$ cat config.mk
export PLATFORM = sky130hd
export DESIGN_NAME = srm_self_refresh
export DESIGN_NICKNAME = d
export VERILOG_FILES = /design/src/srm_pkg.sv /design/src/srm_mode_reg_store.sv /design/src/srm_self_refresh.sv
export SDC_FILE = /design/constraint.sdc
export NUM_CORES = 1
export LEC_CHECK = 0
export ABC_AREA = 1
export ABC_CLOCK_PERIOD_IN_PS = 3800
export BUFFER_PORTS_ARGS = -buffer_cell sky130_fd_sc_hd__buf_2
export CAP_MARGIN = 25
export CORE_UTILIZATION = 60
export CTS_CLUSTER_SIZE = 28
export DETAILED_ROUTE_END_ITERATION = 7
export PLACE_DENSITY = 0.82
export SYNTH_ARGS = -nofsm -noshare
export SYNTH_HDL_FRONTEND = slang
export SYNTH_HIERARCHICAL = 1
export SYNTH_SLANG_ARGS = --single-unit
$ cat constraint.sdc
create_clock -name clk -period 3.8 [get_ports clk]
set_clock_uncertainty 0.2 [all_clocks]
set_input_delay 0.38 -clock clk [delete_from_list [all_inputs] [get_ports clk]]
set_output_delay 0.38 -clock clk [all_outputs]
set_load 0.01 [all_outputs]
$ cat src/srm_pkg.sv
// constants and carrier types for the self refresh / mode register read block
// assumes a single command clock shared with the controller at 25 MHz
package srm_pkg;

  // ----------------------------------------
  // mode register map
  // ----------------------------------------
  localparam logic [7:0] MR_ADDR_TEMP = 8'h04;
  localparam logic [7:0] MR_ADDR_BANK_MASK = 8'h10;
  localparam logic [7:0] MR_ADDR_SEG_MASK = 8'h11;
  localparam logic [7:0] BANK_MASK_RESET = 8'h00;
  localparam logic [7:0] SEG_MASK_RESET = 8'h00;
  localparam logic [2:0] TEMP_RESET = 3'h3;
  localparam int TEMP_LSB = 0;

  // ----------------------------------------
  // array organisation
  // ----------------------------------------
  localparam logic [2:0] BANK_LAST = 3'h7;        // 3'h3 for four-bank densities
  localparam logic SEG_MASK_SUPPORTED = 1'b1;      // clear below 1Gb

  // ----------------------------------------
  // command encodings on the rising-edge half
  // ----------------------------------------
  localparam logic [3:0] CA_OP_MRR = 4'h8;         // ca3..ca0 = 1000
  localparam logic [3:0] CA_OP_MRW = 4'h0;         // ca3..ca0 = 0000
  localparam logic [2:0] CA_OP_SRE = 3'h4;         // ca2..ca0 = 100

  // ----------------------------------------
  // timing
  // ----------------------------------------
  localparam int CLK_PERIOD_NS = 40;
  localparam int T_XSR_NS = 140;
  localparam int T_XSR_CYC = (T_XSR_NS + CLK_PERIOD_NS - 1) / CLK_PERIOD_NS;
  localparam int T_CKESR_NS = 15;
  localparam int T_CKESR_CYC = (T_CKESR_NS + CLK_PERIOD_NS - 1) / CLK_PERIOD_NS;
  localparam int T_SR_REF_NS = 3900;
  localparam int T_SR_REF_CYC = T_SR_REF_NS / CLK_PERIOD_NS;
  localparam int T_TSI_MS = 32;
  localparam int T_TSI_CYC = T_TSI_MS * 1000000 / CLK_PERIOD_NS;
  localparam logic [3:0] READ_LATENCY = 4'h3;
  localparam logic [3:0] MRR_BURST_BEATS = 4'h4;
  localparam logic [3:0] MRR_END = READ_LATENCY + MRR_BURST_BEATS;

  // ----------------------------------------
  // carriers
  // ----------------------------------------
  typedef struct packed {
    logic cs_n;
    logic [9:0] ca_r;
    logic [9:0] ca_f;
  } srm_cmd_t;

  typedef struct packed {
    logic [31:0] dq;
    logic [3:0] dqs;
    logic dq_oe_n;
  } srm_dq_t;

  typedef enum logic [1:0] {srm_active, srm_self_ref, srm_exit} srm_state_t;

endpackage

$ cat src/srm_mode_reg_store.sv
// mode register store: masks, temperature status, registered read port
// assumes writes and reads never collide on the same cycle
`timescale 1ns/1ns
`default_nettype none
module srm_mode_reg_store
  import srm_pkg::*;
(
  input wire logic clk,             // command clock
  input wire logic rst_n,           // async reset, active low
  input wire logic wr_en,           // mode register write
  input wire logic [7:0] wr_addr,   // write address
  input wire logic [7:0] wr_data,   // write data
  input wire logic temp_we,         // sensor status update
  input wire logic [2:0] temp_code, // synchronised sensor code
  input wire logic rd_en,           // mode register read
  input wire logic [7:0] rd_addr,   // read address
  output logic [7:0] rd_data,       // registered read data
  output logic [7:0] bank_mask,     // bank mask contents
  output logic [7:0] seg_mask       // segment mask contents
);

  logic [2:0] temp_status;

  // ----------------------------------------
  // writable masks
  // ----------------------------------------
  always_ff @(posedge clk or negedge rst_n) begin
    if (!rst_n) begin
      bank_mask <= BANK_MASK_RESET;
      seg_mask <= SEG_MASK_RESET;
    end else if (wr_en) begin
      if (wr_addr == MR_ADDR_BANK_MASK) begin
        bank_mask <= wr_data;
      end else if (wr_addr == MR_ADDR_SEG_MASK) begin
        seg_mask <= wr_data;
      end
    end
  end

  // temperature status is read-only; writes to it are dropped
  always_ff @(posedge clk or negedge rst_n) begin
    if (!rst_n) begin
      temp_status <= TEMP_RESET;
    end else if (temp_we) begin
      temp_status <= temp_code;
    end
  end

  // ----------------------------------------
  // read port, unmapped addresses read zero
  // ----------------------------------------
  always_ff @(posedge clk or negedge rst_n) begin
    if (!rst_n) begin
      rd_data <= 8'h00;
    end else if (rd_en) begin
      if (rd_addr == MR_ADDR_BANK_MASK) begin
        rd_data <= bank_mask;
      end else if (rd_addr == MR_ADDR_SEG_MASK) begin
        rd_data <= seg_mask;
      end else if (rd_addr == MR_ADDR_TEMP) begin
        rd_data <= {5'h00, temp_status};
      end else begin
        rd_data <= 8'h00;
      end
    end
  end

endmodule // srm_mode_reg_store
`default_nettype wire

$ cat src/srm_self_refresh.sv
// device-side self refresh exit, partial-array masking and mode register read
// assumes the controller drives cke and the command bus on this same clock
//
// Rules for this block and for its controller
// controller starts stable clock before raising cke
// controller gives two stable clocks before exit
// no valid command until exit interval ends
// cke high and nops throughout exit interval
// exit interval counts from first edge, cke high
// controller refreshes once before next self refresh
// all banks idle before self refresh entry
// eight-bit bank mask register, one bit per bank
// bank mask at 10h, segment mask at 11h
// masked bank gets no self refresh
// unmasked bank refreshed per segment mask bits
// eight segments at 1Gb and above only
// masked segment skipped, unmasked segment refreshed
// segment bit applies to every bank alike
// mode register read decode and address fields
// register value on dq low byte, first beat
// all strobes toggle during read burst
// four-beat uninterrupted read, two-clock command period
// controller spaces mode write and write after read
// read to mode read spacing is bl/2
// write to mode read spacing rule
// mode read never cuts a burst short
// temperature status readable, fresh within update interval
// self refresh entry decode, cke high before
// stay at least ckesr, one internal refresh
// refresh only where bank and segment unmasked
`timescale 1ns/1ns
`default_nettype none
module srm_self_refresh
  import srm_pkg::*;
#(
  parameter int TSI_CYCLES = T_TSI_CYC     // sensor update interval in clocks
)(
  input wire logic clk,                   // command clock
  input wire logic rst_n,                 // async reset, active low
  input wire logic cke,                   // clock enable from controller
  input wire srm_cmd_t cmd,               // chip select and command/address
  input wire logic [2:0] temp_sensor,     // raw sensor code, asynchronous
  output srm_dq_t dq_bus,                 // data, strobes, output enable
  output logic sr_active,                 // in self refresh
  output logic xsr_busy,                  // exit interval running
  output logic ref_strobe,                // one internal segment refresh
  output logic ref_all,                   // internal all-bank refresh
  output logic [2:0] ref_bank,            // bank of ref_strobe
  output logic [2:0] ref_segment          // segment of ref_strobe
);

  srm_state_t state;
  logic [7:0] phase_cnt, rd_data, bank_mask, seg_mask, seg_eff, mr_addr;
  logic [3:0] mrr_cnt;
  logic [11:0] ref_cnt;
  logic [5:0] ref_ptr;
  logic [19:0] tsi_cnt;
  logic [2:0] temp_s1, temp_s2;
  logic cke_q, can_cmd, is_mrr, is_mrw, is_sre, accept_mrr, accept_mrw, accept_sre;
  logic exit_start, tsi_tick, ref_tick;

  // ----------------------------------------
  // command decode
  // ----------------------------------------
  // every command also waits out any read burst, so nothing can cut one short
  assign can_cmd = (state == srm_active) && (mrr_cnt == 4'h0);
  assign is_mrr = cke && cke_q && !cmd.cs_n && (cmd.ca_r[3:0] == CA_OP_MRR);
  assign is_mrw = cke && cke_q && !cmd.cs_n && (cmd.ca_r[3:0] == CA_OP_MRW);
  assign is_sre = !cke && cke_q && !cmd.cs_n && (cmd.ca_r[2:0] == CA_OP_SRE);
  assign mr_addr = {cmd.ca_r[9:4], cmd.ca_f[1:0]};
  assign accept_mrr = is_mrr && can_cmd;
  assign accept_mrw = is_mrw && can_cmd;
  assign accept_sre = is_sre && can_cmd;
  assign exit_start = (state == srm_self_ref) && (phase_cnt == 8'h00) && cke;

  always_ff @(posedge clk or negedge rst_n) begin
    if (!rst_n) begin
      cke_q <= 1'b0;
    end else begin
      cke_q <= cke;
    end
  end

  // ----------------------------------------
  // self refresh state machine
  // ----------------------------------------
  // cke sampled high is the first edge of the exit interval
  always_ff @(posedge clk or negedge rst_n) begin
    if (!rst_n) begin
      state <= srm_active;
      phase_cnt <= 8'h00;
      sr_active <= 1'b0;
      xsr_busy <= 1'b0;
    end else begin
      case (state)
        srm_active: begin
          if (accept_sre) begin
            state <= srm_self_ref;
            phase_cnt <= 8'(T_CKESR_CYC - 1);
            sr_active <= 1'b1;
          end
        end
        srm_self_ref: begin
          if (exit_start) begin
            state <= srm_exit;
            phase_cnt <= 8'(T_XSR_CYC - 1);
            sr_active <= 1'b0;
            xsr_busy <= 1'b1;
          end else if (phase_cnt != 8'h00) begin
            phase_cnt <= phase_cnt - 8'h01;
          end
        end
        srm_exit: begin
          // commands seen here are ignored; the controller sends nops only
          if (phase_cnt <= 8'h01) begin
            state <= srm_active;
            phase_cnt <= 8'h00;
            xsr_busy <= 1'b0;
          end else begin
            phase_cnt <= phase_cnt - 8'h01;
          end
        end
        default: begin
          state <= srm_active;
        end
      endcase
    end
  end

  // ----------------------------------------
  // partial-array refresh masking
  // ----------------------------------------
  // below 1Gb the segment bits are forced unmasked
  genvar g;
  generate
    for (g = 0; g < 8; g++) begin : g_seg
      assign seg_eff[g] = seg_mask[g] && SEG_MASK_SUPPORTED;
    end
  endgenerate

  assign ref_tick = (state == srm_self_ref) && (ref_cnt == 12'(T_SR_REF_CYC - 1));

  // internal timer walks bank by segment; masked cells get no strobe
  always_ff @(posedge clk or negedge rst_n) begin
    if (!rst_n) begin
      ref_cnt <= 12'h000;
      ref_ptr <= 6'h00;
      ref_strobe <= 1'b0;
      ref_all <= 1'b0;
      ref_bank <= 3'h0;
      ref_segment <= 3'h0;
    end else begin
      ref_all <= accept_sre;
      ref_strobe <= 1'b0;
      if (state != srm_self_ref) begin
        ref_cnt <= 12'h000;
      end else if (ref_tick) begin
        ref_cnt <= 12'h000;
        ref_bank <= ref_ptr[5:3];
        ref_segment <= ref_ptr[2:0];
        ref_strobe <= !bank_mask[ref_ptr[5:3]] && !seg_eff[ref_ptr[2:0]];
        if (ref_ptr == {BANK_LAST, 3'h7}) begin
          ref_ptr <= 6'h00;
        end else begin
          ref_ptr <= ref_ptr + 6'h01;
        end
      end else begin
        ref_cnt <= ref_cnt + 12'h001;
      end
    end
  end

  // ----------------------------------------
  // temperature sensor capture
  // ----------------------------------------
  always_ff @(posedge clk or negedge rst_n) begin
    if (!rst_n) begin
      temp_s1 <= 3'h0;
      temp_s2 <= 3'h0;
    end else begin
      temp_s1 <= temp_sensor;
      temp_s2 <= temp_s1;
    end
  end

  // status also refreshed at exit so it is never stale after self refresh
  assign tsi_tick = (tsi_cnt == 20'(TSI_CYCLES - 1));

  always_ff @(posedge clk or negedge rst_n) begin
    if (!rst_n) begin
      tsi_cnt <= 20'h00000;
    end else if (tsi_tick || exit_start) begin
      tsi_cnt <= 20'h00000;
    end else begin
      tsi_cnt <= tsi_cnt + 20'h00001;
    end
  end

  srm_mode_reg_store u_store (
    .clk(clk),
    .rst_n(rst_n),
    .wr_en(accept_mrw),
    .wr_addr(mr_addr),
    .wr_data(cmd.ca_f[9:2]),
    .temp_we(tsi_tick || exit_start),
    .temp_code(temp_s2),
    .rd_en(accept_mrr),
    .rd_addr(mr_addr),
    .rd_data(rd_data),
    .bank_mask(bank_mask),
    .seg_mask(seg_mask)
  );

  // ----------------------------------------
  // mode register read burst
  // ----------------------------------------
  // one beat per clock; store data is ready long before the first beat
  always_ff @(posedge clk or negedge rst_n) begin
    if (!rst_n) begin
      mrr_cnt <= 4'h0;
    end else if (accept_mrr) begin
      mrr_cnt <= 4'h1;
    end else if (mrr_cnt == MRR_END) begin
      mrr_cnt <= 4'h0;
    end else if (mrr_cnt != 4'h0) begin
      mrr_cnt <= mrr_cnt + 4'h1;
    end
  end

  always_ff @(posedge clk or negedge rst_n) begin
    if (!rst_n) begin
      dq_bus <= '{dq: 32'h00000000, dqs: 4'h0, dq_oe_n: 1'b1};
    end else if (mrr_cnt >= READ_LATENCY && mrr_cnt < MRR_END) begin
      dq_bus.dq_oe_n <= 1'b0;
      dq_bus.dqs <= (mrr_cnt == READ_LATENCY) ? 4'hF : ~dq_bus.dqs;
      dq_bus.dq <= (mrr_cnt == READ_LATENCY) ? {24'h000000, rd_data} : 32'h00000000;
    end else begin
      dq_bus <= '{dq: 32'h00000000, dqs: 4'h0, dq_oe_n: 1'b1};
    end
  end

  // ----------------------------------------
  // assertions
  // ----------------------------------------
  localparam int A_RL = 4;
endmodule // srm_self_refresh
`default_nettype wire

==> impl_metrics.prom, run 1 <==
# TYPE chip_impl_metric gauge
chip_impl_info{name="run_status",value="finished clean"} 1
chip_impl_metric{name="syn2layout_area_growth",unit="%"} 9.263
chip_impl_metric{name="power.total",unit="mW"} 3.348
chip_impl_metric{name="post_cts_resized",unit=""} 0
chip_impl_metric{name="die-area",unit="mm2"} 0.009986
chip_impl_metric{name="initial_utilization",unit=""} 0.6198
chip_impl_metric{name="peak_clock_frequency_supported_by_timing",unit="MHz"} 420.1
chip_impl_metric{name="finalSetupViolations",unit=""} 0
chip_impl_metric{name="worst-endpoint-required",unit="ns"} 3.86
chip_impl_metric{name="num_io_pins",unit=""} 74
chip_impl_metric{name="io_buffers",unit=""} 49
chip_impl_info{name="cts.root.buffer_cell",value="sky130_fd_sc_hd__clkbuf_8"} 1
chip_impl_metric{name="hold_viol_final",unit=""} 0
chip_impl_metric{name="routed_via_density",unit=""} 5.154
chip_impl_metric{name="antennaDiodeCount",unit=""} 0
chip_impl_metric{name="seq_area_frac_synth",unit=""} 0.4747
chip_impl_metric{name="clock_path_buffers",unit=""} 2
chip_impl_metric{name="post_synth_instance_area",unit="mm2"} 0.005754
chip_impl_info{name="hp-class",value="in2reg"} 1
chip_impl_metric{name="routed-via-count",unit=""} 4623
chip_impl_info{name="layout_common_cells",value="sky130_fd_sc_hd__nand2_1, sky130_fd_sc_hd__dfrtp_1, sky130_fd_sc_hd__nor2_1, sky130_fd_sc_hd__inv_1, sky130_fd_sc_hd__nand3_1"} 1
chip_impl_metric{name="power.ir.vdd_worst",unit="V"} 0.0003240
chip_impl_metric{name="floorplan.die.height",unit="um"} 99.93
chip_impl_info{name="yosys.area.top_type",value="sky130_fd_sc_hd__dfrtp_1"} 1
chip_impl_metric{name="drt-pass1-iter-count",unit=""} 5
chip_impl_metric{name="clock_insertion_delay_worst_skew",unit="ns"} 0.37
chip_impl_metric{name="route.final.wire_length",unit="um"} 11120
chip_impl_metric{name="worst_ep_arrival_time",unit="ns"} 2.44
chip_impl_metric{name="layout_worst_path_cycle_share",unit=""} 0.6264
chip_impl_metric{name="htreeDepth",unit=""} 3
chip_impl_metric{name="power.density",unit="mW/mm2"} 532.4
chip_impl_metric{name="grt_use_total",unit=""} 0.2433
chip_impl_metric{name="cellLeakagePower",unit="nW"} 3.149
chip_impl_info{name="critPathLaunchType",value="register"} 1
chip_impl_info{name="worstReg2RegStart",value="state[0]"} 1
chip_impl_metric{name="timing.hold.ws",unit="ns"} 0.07325
chip_impl_metric{name="cts.reportedPaths.clkPinSlew",unit="ns"} 0.11
chip_impl_metric{name="drt-wirelength-per-cell",unit="um"} 12.39
chip_impl_metric{name="ys_ff_latch",unit=""} 109
chip_impl_metric{name="cts_made_buffers",unit=""} 9
chip_impl_metric{name="synthesis.instances",unit=""} 706
chip_impl_metric{name="grt_first_pass_wirelength",unit="um"} 19250
chip_impl_metric{name="final_antenna_net_count",unit=""} 0
chip_impl_metric{name="clock-sinks",unit=""} 109
chip_impl_metric{name="timing.critical_path.fanout_max",unit=""} 16
chip_impl_metric{name="post_cts.repair.setup_buffers",unit=""} 0
chip_impl_metric{name="place_congestion",unit=""} 0.8912
chip_impl_info{name="critical_path.cell_chain",value="inv_1 > ha_1 > nand3_1 > inv_1 > nand2_1 > nor3_1 > inv_1 > nor2_1 > nand3_2 > nand2_1 > o21ai_2"} 1
chip_impl_info{name="cts_tree",value="built"} 1
chip_impl_metric{name="fin_setup_tns",unit="ns"} 0
chip_impl_metric{name="max-slew-margin-rel",unit=""} 0.6340
chip_impl_info{name="synth.area.top_cells",value="sky130_fd_sc_hd__dfrtp_1, sky130_fd_sc_hd__nand2_1, sky130_fd_sc_hd__nand3_1, sky130_fd_sc_hd__nor2_1, sky130_fd_sc_hd__inv_1"} 1
chip_impl_info{name="type_of_the_worst_setup_path",value="reg2reg"} 1
chip_impl_info{name="unrepaired_setup_endpoints_after_global_routing",value="false"} 1
chip_impl_info{name="critPathSlowestCell",value="sky130_fd_sc_hd__dfrtp_1"} 1
chip_impl_metric{name="first_global_vias",unit=""} 4222
chip_impl_info{name="crit_top_cell",value="sky130_fd_sc_hd__inv_1"} 1
chip_impl_metric{name="grt_overflow",unit=""} 0
chip_impl_metric{name="placement.setup.worst_slack",unit="ns"} 1.444
chip_impl_metric{name="setup_ws_final",unit="ns"} 1.420
chip_impl_metric{name="drtIter0Drc",unit=""} 364
chip_impl_info{name="worst_setup_path_end_kind",value="register"} 1
chip_impl_metric{name="synth_top_area_frac",unit=""} 0.4610
chip_impl_metric{name="yosysUniqueCellTypes",unit=""} 36
chip_impl_metric{name="die_w",unit="um"} 99.93
chip_impl_info{name="mostFrequentLayoutCell",value="sky130_fd_sc_hd__nand2_1"} 1
chip_impl_metric{name="drc",unit=""} 0
chip_impl_metric{name="yosysWarningCount",unit=""} 6
chip_impl_metric{name="slew_violations",unit=""} 0
chip_impl_metric{name="fin_util",unit=""} 0.6772
chip_impl_metric{name="floorplan.rows",unit=""} 35
chip_impl_metric{name="grt_start_max_net_pins",unit=""} 85
chip_impl_info{name="timing.critical_path.from",value="state[0]"} 1
chip_impl_info{name="worstHoldStart",value="cmd[6]"} 1
chip_impl_metric{name="core_area",unit="mm2"} 0.009284
chip_impl_metric{name="post_route_cells_drive_above_1_share",unit=""} 0.1432
chip_impl_metric{name="cts.hold.buffers_added",unit=""} 4
chip_impl_metric{name="grt_antenna_before_repair",unit=""} 0
chip_impl_metric{name="crit_path_max_incr_delay",unit="ns"} 0.45
chip_impl_metric{name="layout.nets",unit=""} 803
chip_impl_metric{name="timing_worst_slew_pin_value",unit="ns"} 0.5470
chip_impl_metric{name="postSynthAreaPerCell",unit="um2"} 8.151
chip_impl_metric{name="finalCriticalPeriod",unit="ns"} 2.380
chip_impl_metric{name="dp.final_hpwl",unit="um"} 8235
chip_impl_metric{name="maxCapViolCount",unit=""} 0
[cells in the mapped netlist (all sizes together)]
cell    instances
a21oi           8
a31oi           2
buf            32
clkbuf          3
clkinv          1
conb            1
dfrtp         106
dfstp           3
ha             13
inv            88
mux2            3
nand2         175
nand3          78
nand3b          1
nand4           4
nor2           97
nor3           12
nor3b           7
nor4            1
o21ai          44
or2             1
xnor2           3
xor2           23
[per-stage QoR]
step | instance area, um2 | instances
global placement | 6003 | 875
global route | 6287 | 897
detailed placement | 6003 | 875
floorplan | 5841 | 729
CTS | 6250 | 895
finish | 6287 | 897
[kinds of logic (layout without fill, tap and decap cells)]
logic type | count (synthesis) | after routing | synth area share
DFF | 109 | 109 | 0.4747
xor gates and xnor gates | 26 | 26 | 0.03957
buffers and inverters | 124 | 163 | 0.1048
and+or+nand+nor | 376 | 376 | 0.2916
other | 1 | 24 | 0.0006517
muxes | 3 | 3 | 0.005870
AOI/OAI and AO/OA | 54 | 54 | 0.05458
adders and majority gates | 13 | 13 | 0.02827
[flip-flops by register name (all words and copies together) (netlist names)]
| name | flops |
|---|---|
| sr_active | 1 |
| ref_strobe | 1 |
| ref_ptr | 6 |
| temp_s1 | 3 |
| u_store/seg_mask | 8 |
| ref_segment | 3 |
| ref_all | 1 |
| temp_s2 | 3 |
| phase_cnt | 8 |
| u_store/bank_mask | 8 |
| ref_bank | 3 |
| xsr_busy | 1 |
| mrr_cnt | 4 |
| u_store/rd_data | 8 |
| tsi_cnt | 20 |
| state | 2 |
| dq_bus | 13 |
| u_store/temp_status | 3 |
| cke_q | 1 |
| ref_cnt | 12 |
[critical path, delay by kind of cell (launching register included)]
family | cells | cell delay (ns)
adders and majority gates | 1 | 0.22
DFF | 1 | 0.45
AOI/OAI and AO/OA | 1 | 0.07
buffers and inverters | 3 | 0.27
and+or+nand+nor | 6 | 1.07
[layer usage]
layer	GRT usage	vias up	share of wire
met3	0.03343	8	0.053
met5	0	-	0
met1	0.3537	2180	0.47
met2	0.3857	144	0.47
met4	0.06674	0	0.0087
li1	-	2291	-
[final timing paths]
check,end,cells after the start,slack (ns)
worst max-delay path,u_store/bank_mask[7],11,1.42
worst min register to register,temp_s2[1],0,0.16
max in group asynchronous,tsi_cnt[1],4,2.27
worst max register to register,u_store/bank_mask[7],11,1.42
min in group asynchronous,mrr_cnt[2],2,0.27
worst min-delay path,u_store/seg_mask[4],3,0.07
[cell type report]
type | instances | area, um2
Fill cell | 743 | 2997
Sequential cell | 109 | 2731
Multi-Input combinational cell | 496 | 2506
Timing Repair Buffer | 58 | 347.8
Inverter | 89 | 334.1
Tap cell | 129 | 161.4
Clock buffer | 9 | 123.9
Clock inverter | 7 | 82.58
[where the power goes]
part	internal, mW	total (mW)	switching (mW)	leakage, nW
Sequential	1.33	1.47	0.136	1.46
Combinational	0.403	1.16	0.755	1.59
Clock	0.314	0.723	0.409	0.0980
Total	2.05	3.35	1.30	3.15
Note: power is estimated with default switching activity, not from simulation.
==> inputs of run 2 (changes only) <==
--- a/config.mk
+++ b/config.mk
@@ -6,13 +6,13 @@
 export NUM_CORES = 1
 export LEC_CHECK = 0
 export ABC_AREA = 1
-export ABC_CLOCK_PERIOD_IN_PS = 3800
+export ABC_CLOCK_PERIOD_IN_PS = 2300
 export BUFFER_PORTS_ARGS = -buffer_cell sky130_fd_sc_hd__buf_2
 export CAP_MARGIN = 25
-export CORE_UTILIZATION = 60
+export CORE_UTILIZATION = 58
 export CTS_CLUSTER_SIZE = 28
 export DETAILED_ROUTE_END_ITERATION = 7
-export PLACE_DENSITY = 0.82
+export PLACE_DENSITY = 0.8
 export SYNTH_ARGS = -nofsm -noshare
 export SYNTH_HDL_FRONTEND = slang
 export SYNTH_HIERARCHICAL = 1
==> constraint.sdc (replaced) <==
create_clock -name clk -period 2.3 [get_ports clk]
set_clock_uncertainty 0.2 [all_clocks]
set_input_delay 0.23 -clock clk [delete_from_list [all_inputs] [get_ports clk]]
set_output_delay 0.23 -clock clk [all_outputs]
set_load 0.01 [all_outputs]
==> run 2 against run 1 <==
- register-to-register slack lost 1.3 ns
- highest routed layer unchanged
- via count is essentially flat
- maximum frequency grew 10%
==> impl_metrics.prom, run 2 (synthesis results as in run 1) <==
# TYPE chip_impl_metric gauge
chip_impl_info{name="run_status",value="finished clean"} 1
chip_impl_metric{name="grt_antenna_before_repair",unit=""} 0
chip_impl_metric{name="critical_path_buf_inv_count",unit=""} 3
chip_impl_info{name="type_of_the_worst_setup_path",value="reg2reg"} 1
chip_impl_metric{name="grt_first_pass_wirelength",unit="um"} 19780
chip_impl_metric{name="crit_path_max_incr_delay",unit="ns"} 0.43
chip_impl_metric{name="cts.reportedPaths.clkPinSlew",unit="ns"} 0.11
chip_impl_metric{name="critical_path_depth",unit=""} 11
chip_impl_metric{name="post-place-cells",unit=""} 879
chip_impl_info{name="crit_top_cell",value="sky130_fd_sc_hd__inv_1"} 1
chip_impl_info{name="crit_family",value="simple AND/OR/NAND/NOR gates"} 1
chip_impl_info{name="cts_tree",value="built"} 1
chip_impl_metric{name="timing.hold.ws",unit="ns"} 0.03801
chip_impl_metric{name="drc",unit=""} 0
chip_impl_info{name="regMostFlops",value="tsi_cnt"} 1
chip_impl_metric{name="drt-pass1-iter-count",unit=""} 5
chip_impl_info{name="largest_registers",value="tsi_cnt x20, dq_bus x13, ref_cnt x12"} 1
chip_impl_metric{name="final_antenna_net_count",unit=""} 0
chip_impl_metric{name="slew_violations",unit=""} 0
chip_impl_metric{name="grt_start_max_net_pins",unit=""} 47
chip_impl_metric{name="initial_utilization",unit=""} 0.6112
chip_impl_metric{name="cts_made_buffers",unit=""} 9
chip_impl_info{name="worst_setup_path_end_kind",value="register"} 1
chip_impl_metric{name="die-area",unit="mm2"} 0.01032
chip_impl_info{name="timing.critical_path.from",value="mrr_cnt[0]"} 1
chip_impl_metric{name="drt-wirelength-per-cell",unit="um"} 12.91
chip_impl_metric{name="floorplan.rows",unit=""} 35
chip_impl_metric{name="layout_worst_path_cycle_share",unit=""} 0.9409
chip_impl_metric{name="clock_path_buffers",unit=""} 2
chip_impl_metric{name="antennaDiodeCount",unit=""} 0
chip_impl_metric{name="reg2regPathDepth",unit=""} 11
chip_impl_info{name="cts.root.buffer_cell",value="sky130_fd_sc_hd__clkbuf_8"} 1
chip_impl_metric{name="floorplan.die.height",unit="um"} 101.6
chip_impl_metric{name="core_area",unit="mm2"} 0.009415
chip_impl_metric{name="route.final.wire_length",unit="um"} 11740
chip_impl_metric{name="grt_overflow",unit=""} 0
chip_impl_metric{name="power.ir.vdd_worst",unit="V"} 0.0005204
chip_impl_metric{name="worst_ep_arrival_time",unit="ns"} 2.23
chip_impl_metric{name="max-slew-margin-rel",unit=""} 0.6009
chip_impl_metric{name="power.total",unit="mW"} 5.572
chip_impl_metric{name="timing.critical_path.fanout_max",unit=""} 8
chip_impl_metric{name="routed-via-count",unit=""} 4621
chip_impl_metric{name="placed_instance_area",unit="mm2"} 0.006058
chip_impl_metric{name="largest_register_ffs",unit=""} 20
chip_impl_info{name="worstReg2RegStart",value="mrr_cnt[0]"} 1
chip_impl_info{name="critical_path.cell_chain",value="inv_1 > ha_1 > nand3_1 > inv_1 > nand2_1 > nor3_2 > inv_1 > nor2_2 > nand3_4 > nand2_1 > o21ai_1"} 1
chip_impl_metric{name="clock_insertion_delay_worst_skew",unit="ns"} 0.38
chip_impl_metric{name="syn2layout_area_growth",unit="%"} 11.59
chip_impl_metric{name="htreeDepth",unit=""} 3
chip_impl_info{name="critPathLaunchType",value="register"} 1
chip_impl_metric{name="post_route_cells_drive_above_1_share",unit=""} 0.1487
chip_impl_metric{name="finalCriticalPeriod",unit="ns"} 2.164
chip_impl_metric{name="first_global_vias",unit=""} 4472
chip_impl_metric{name="power.density",unit="mW/mm2"} 867.8
chip_impl_metric{name="cellLeakagePower",unit="nW"} 3.196
chip_impl_metric{name="worst-endpoint-required",unit="ns"} 2.37
chip_impl_info{name="hp-class",value="in2reg"} 1
chip_impl_metric{name="io_buffers",unit=""} 49
chip_impl_metric{name="maxCapViolCount",unit=""} 0
chip_impl_metric{name="design_area",unit="mm2"} 0.006421
chip_impl_info{name="layout_common_cells",value="sky130_fd_sc_hd__nand2_1, sky130_fd_sc_hd__dfrtp_1, sky130_fd_sc_hd__nor2_1, sky130_fd_sc_hd__inv_1, sky130_fd_sc_hd__nand3_1"} 1
chip_impl_metric{name="layout.nets",unit=""} 815
chip_impl_metric{name="fin_util",unit=""} 0.6820
chip_impl_metric{name="routed_via_density",unit=""} 5.084
chip_impl_metric{name="finalSetupViolations",unit=""} 0
chip_impl_metric{name="drtIter0Drc",unit=""} 278
chip_impl_info{name="critPathSlowestCell",value="sky130_fd_sc_hd__dfrtp_1"} 1
chip_impl_info{name="crit-reg2reg-capture",value="u_store/bank_mask[4]"} 1
chip_impl_metric{name="setup.reg_to_reg.worst_slack",unit="ns"} 0.14
chip_impl_metric{name="die_w",unit="um"} 101.6
chip_impl_metric{name="num_io_pins",unit=""} 74
chip_impl_metric{name="place_congestion",unit=""} 0.9176
chip_impl_metric{name="grt_use_total",unit=""} 0.2474
chip_impl_metric{name="hold_viol_final",unit=""} 0
chip_impl_metric{name="dp.final_hpwl",unit="um"} 8645
chip_impl_info{name="mostFrequentLayoutCell",value="sky130_fd_sc_hd__nand2_1"} 1
chip_impl_metric{name="clock-sinks",unit=""} 109
chip_impl_info{name="worst_setup_path_endpoint",value="u_store/bank_mask[4]"} 1
chip_impl_metric{name="post_layout_nonfiller_instances",unit=""} 909
chip_impl_metric{name="peak_clock_frequency_supported_by_timing",unit="MHz"} 462.1
chip_impl_metric{name="timing_worst_slew_pin_value",unit="ns"} 0.5987
[run 2: how the worst min path moves through the flow]
| stage | to | start | slack, ns | cells after the start |
|---|---|---|---|---|
| global placement | tsi_cnt[7] | rst_n | 0.07 | 1 |
| global route | ref_all | cmd[20] | 0.03 | 4 |
| detailed placement | tsi_cnt[9] | rst_n | 0.08 | 1 |
| finish | ref_all | cmd[10] | 0.04 | 4 |
| floorplan | cke_q | rst_n | -0.27 | 0 |
| CTS | ref_all | cmd[20] | 0.02 | 4 |
[run 2: report_power, final]
group	switching, mW	internal [mW]	total (mW)
clock	0.720	0.422	1.14
combinational	1.32	0.705	2.02
sequential	0.208	2.20	2.41
total	2.25	3.32	5.57
[run 2: cell type report]
class	instances	area, um2
inverter	89	334.1
fill	765	2994
timing repair buffer	69	455.4
clock inverter	7	68.82
tap	129	161.4
clock buffer	9	123.9
sequential	109	2731
multi-input combinational	497	2546
[run 2: metal layers]
metal  track usage  part of all wire
met1        0.2983              0.43
met2        0.4402              0.52
met3       0.05383             0.037
met4       0.07915             0.018
met5             0                 0
[run 2: timing repair]
| action | 4_1_cts | 5_1_grt |
|---|---|---|
| resized for setup | 1 | 4 |
| hold buffers | 13 | 0 |
| hold endpoints to repair | 64 | 0 |
| setup buffers | 0 | 0 |
| setup endpoints to repair | 6 | 16 |
| gates cloned | 0 | 1 |
[run 2: worst reg2reg max path, stage by stage (launching register included)]
cell                      delay, ns
sky130_fd_sc_hd__dfrtp_1       0.43
sky130_fd_sc_hd__inv_1         0.10
sky130_fd_sc_hd__ha_1          0.18
sky130_fd_sc_hd__nand3_1       0.13
sky130_fd_sc_hd__inv_1         0.10
sky130_fd_sc_hd__nand2_1       0.08
sky130_fd_sc_hd__nor3_2        0.19
sky130_fd_sc_hd__inv_1         0.08
sky130_fd_sc_hd__nor2_2        0.23
sky130_fd_sc_hd__nand3_4       0.16
sky130_fd_sc_hd__nand2_1       0.11
sky130_fd_sc_hd__o21ai_1       0.07
[run 2: metrics by stage]
| stage | setup slack [ns] | setup TNS (ns) |
|---|---|---|
| 3_3_place_gp | 0.08501 | 0 |
| 4_1_cts | 0.01654 | 0 |
| 2_1_floorplan | 0.3319 | 0 |
| 3_5_place_dp | 0.009155 | 0 |
| 6_report | 0.1359 | 0 |
| 5_1_grt | -0.02166 | -0.06389 |
==> inputs of run 3 (changes only) <==
--- a/config.mk
+++ b/config.mk
@@ -9,10 +9,12 @@
 export ABC_CLOCK_PERIOD_IN_PS = 2300
 export BUFFER_PORTS_ARGS = -buffer_cell sky130_fd_sc_hd__buf_2
 export CAP_MARGIN = 25
+export CORE_ASPECT_RATIO = 1.5
 export CORE_UTILIZATION = 58
 export CTS_CLUSTER_SIZE = 28
 export DETAILED_ROUTE_END_ITERATION = 7
 export PLACE_DENSITY = 0.8
+export REMOVE_ABC_BUFFERS = 1
 export SYNTH_ARGS = -nofsm -noshare
 export SYNTH_HDL_FRONTEND = slang
 export SYNTH_HIERARCHICAL = 1
==> run 3 against run 2 <==
- global-route usage down 0.89 points
- combinational power about the same
- wire length up 2.8%
- clock power up 53%
- via count up 2.4%
- power up 11%
- flip-flop and latch count unchanged
- highest routed layer unchanged
==> impl_metrics.prom, run 3 (synthesis results as in run 1) <==
# TYPE chip_impl_metric gauge
chip_impl_metric{name="layout.nets",unit=""} 817
chip_impl_metric{name="cts.reportedPaths.clkPinSlew",unit="ns"} 0.07
chip_impl_info{name="worst_setup_path_endpoint",value="u_store/bank_mask[3]"} 1
chip_impl_metric{name="fin_setup_tns",unit="ns"} 0
chip_impl_metric{name="routed-via-count",unit=""} 4732
chip_impl_metric{name="worst-endpoint-required",unit="ns"} 2.33
chip_impl_metric{name="grt_use_total",unit=""} 0.2385
chip_impl_metric{name="grt_antenna_before_repair",unit=""} 0
chip_impl_metric{name="power.density",unit="mW/mm2"} 939.3
chip_impl_info{name="mostFrequentLayoutCell",value="sky130_fd_sc_hd__nand2_1"} 1
chip_impl_metric{name="largest_register_ffs",unit=""} 20
chip_impl_info{name="hp-class",value="in2reg"} 1
chip_impl_metric{name="post_route_cells_drive_above_1_share",unit=""} 0.1522
chip_impl_metric{name="drc",unit=""} 0
chip_impl_info{name="crit-reg2reg-capture",value="u_store/bank_mask[3]"} 1
chip_impl_info{name="cts_tree",value="built"} 1
chip_impl_metric{name="syn2layout_area_growth",unit="%"} 14.31
chip_impl_info{name="cts.root.buffer_cell",value="sky130_fd_sc_hd__clkbuf_16"} 1
chip_impl_metric{name="grt_overflow",unit=""} 0
chip_impl_metric{name="fin_util",unit=""} 0.6827
chip_impl_metric{name="drtIter0Drc",unit=""} 317
chip_impl_info{name="regMostFlops",value="tsi_cnt"} 1
chip_impl_info{name="crit_top_cell",value="sky130_fd_sc_hd__inv_1"} 1
chip_impl_info{name="run_status",value="finished clean"} 1
chip_impl_metric{name="cellLeakagePower",unit="nW"} 3.273
chip_impl_metric{name="timing.critical_path.fanout_max",unit=""} 8
chip_impl_metric{name="layout_worst_path_cycle_share",unit=""} 0.9692
chip_impl_metric{name="max-slew-margin-rel",unit=""} 0.6604
chip_impl_metric{name="grt_start_max_net_pins",unit=""} 45
chip_impl_metric{name="antennaDiodeCount",unit=""} 0
chip_impl_metric{name="worst_ep_arrival_time",unit="ns"} 2.26
chip_impl_metric{name="post-place-cells",unit=""} 866
chip_impl_metric{name="clock_insertion_delay_worst_skew",unit="ns"} 0.34
chip_impl_metric{name="core_area",unit="mm2"} 0.009634
chip_impl_metric{name="drt-wirelength-per-cell",unit="um"} 13.46
chip_impl_info{name="critPathLaunchType",value="register"} 1
chip_impl_metric{name="setup.reg_to_reg.worst_slack",unit="ns"} 0.07
chip_impl_metric{name="grt_first_pass_wirelength",unit="um"} 19580
chip_impl_metric{name="crit_path_max_incr_delay",unit="ns"} 0.43
chip_impl_metric{name="floorplan.rows",unit=""} 44
chip_impl_metric{name="cts_made_buffers",unit=""} 9
chip_impl_info{name="largest_registers",value="tsi_cnt x20, dq_bus x13, ref_cnt x12"} 1
chip_impl_metric{name="die-area",unit="mm2"} 0.01033
chip_impl_info{name="timing.critical_path.from",value="state[1]"} 1
chip_impl_metric{name="hold_viol_final",unit=""} 0
chip_impl_metric{name="slew_violations",unit=""} 0
chip_impl_info{name="critPathSlowestCell",value="sky130_fd_sc_hd__dfrtp_1"} 1
chip_impl_metric{name="clock-sinks",unit=""} 109
chip_impl_metric{name="dp.final_hpwl",unit="um"} 8676
chip_impl_metric{name="io_buffers",unit=""} 49
chip_impl_metric{name="num_io_pins",unit=""} 74
chip_impl_metric{name="initial_utilization",unit=""} 0.5973
chip_impl_metric{name="power.total",unit="mW"} 6.179
chip_impl_metric{name="reg2regPathDepth",unit=""} 11
chip_impl_metric{name="finalCriticalPeriod",unit="ns"} 2.229
chip_impl_metric{name="clock_path_buffers",unit=""} 2
chip_impl_info{name="layout_common_cells",value="sky130_fd_sc_hd__nand2_1, sky130_fd_sc_hd__dfrtp_1, sky130_fd_sc_hd__nor2_1, sky130_fd_sc_hd__inv_1, sky130_fd_sc_hd__nand3_1"} 1
chip_impl_metric{name="route.final.wire_length",unit="um"} 12070
chip_impl_metric{name="drt-pass1-iter-count",unit=""} 5
chip_impl_metric{name="power.ir.vdd_worst",unit="V"} 0.0005856
chip_impl_info{name="worst_setup_path_end_kind",value="register"} 1
chip_impl_metric{name="final_antenna_net_count",unit=""} 0
chip_impl_metric{name="htreeDepth",unit=""} 3
chip_impl_metric{name="peak_clock_frequency_supported_by_timing",unit="MHz"} 448.6
chip_impl_metric{name="die_w",unit="um"} 83.33
chip_impl_info{name="type_of_the_worst_setup_path",value="reg2reg"} 1
chip_impl_info{name="worstReg2RegStart",value="state[1]"} 1
chip_impl_info{name="critical_path.cell_chain",value="inv_1 > ha_1 > nand3_1 > inv_1 > nand2_1 > nor3_4 > inv_1 > nor2_4 > nand3_4 > nand2_1 > o21ai_1"} 1
chip_impl_metric{name="timing_worst_slew_pin_value",unit="ns"} 0.5075
chip_impl_metric{name="finalSetupViolations",unit=""} 0
chip_impl_metric{name="first_global_vias",unit=""} 4575
chip_impl_metric{name="place_congestion",unit=""} 0.9625
chip_impl_metric{name="floorplan.die.height",unit="um"} 124.0
chip_impl_metric{name="maxCapViolCount",unit=""} 0
chip_impl_metric{name="routed_via_density",unit=""} 5.275
chip_impl_metric{name="post_layout_nonfiller_instances",unit=""} 897
## run 3: changes by cell type in the layout (fill, tap and decap cells not counted), sizes merged
cell / delta
buf: +1
bufinv: +3
clkbuf: +1
clkinv: -1
clkinvlp: -1
inv: -2
nand3: +1
## run 3: per-stage QoR
step	setup slack, ns	instance area [um2]	hold WS, ns
floorplan	0.1066	5572	-0.2656
global placement	0.03797	6036	0.01800
detailed placement	-0.05217	6036	0.02308
CTS	0.02607	6509	0.03791
global route	-0.01097	6578	0.06254
finish	0.07088	6578	0.04414
## run 3: repair_timing
item	4_1_cts	5_1_grt
setup endpoints to repair	16	18
buffers inserted	0	0
hold buffers	13	0
hold endpoints to repair	52	0
cloned	0	2
resized for setup	1	9
## run 3: worst max-delay path, delay by kind of cell, from the launching register on
| family | cells | cell delay, ns |
|---|---|---|
| flops | 1 | 0.43 |
| compound gates | 1 | 0.09 |
| fa+ha+maj | 1 | 0.19 |
| buf+inv | 3 | 0.32 |
| simple gates | 6 | 0.86 |
## run 3: layout make-up
cell class | instances | area, um2
clock inverter | 6 | 108.9
fill | 759 | 3057
sequential | 109 | 2731
timing repair buffer | 70 | 450.4
clock buffer | 10 | 229.0
inverter | 89 | 334.1
tap | 115 | 143.9
multi-input combinational | 498 | 2580
## run 3: worst min path at each step
stage,start,to,slack (ns),cells after the start
finish,cmd[20],ref_all,0.04,4
global route,cmd[20],ref_all,0.06,4
CTS,cmd[20],ref_all,0.04,4
detailed placement,rst_n,ref_cnt[2],0.02,1
global placement,rst_n,ref_cnt[2],0.02,1
floorplan,rst_n,cke_q,-0.27,0
## run 3: where the power goes
| part | internal (mW) | switching, mW |
|---|---|---|
| logic | 0.708 | 1.32 |
| registers | 2.20 | 0.215 |
| clock network | 1.06 | 0.672 |
## run 3: metal layers
layer  track usage  vias to the layer above  share of wire
met1        0.2557                     2229           0.39
met4        0.1207                        0          0.030
met5             0                        -              0
met2        0.4580                      149           0.54
li1              -                     2321              -
met3       0.03247                       33          0.035
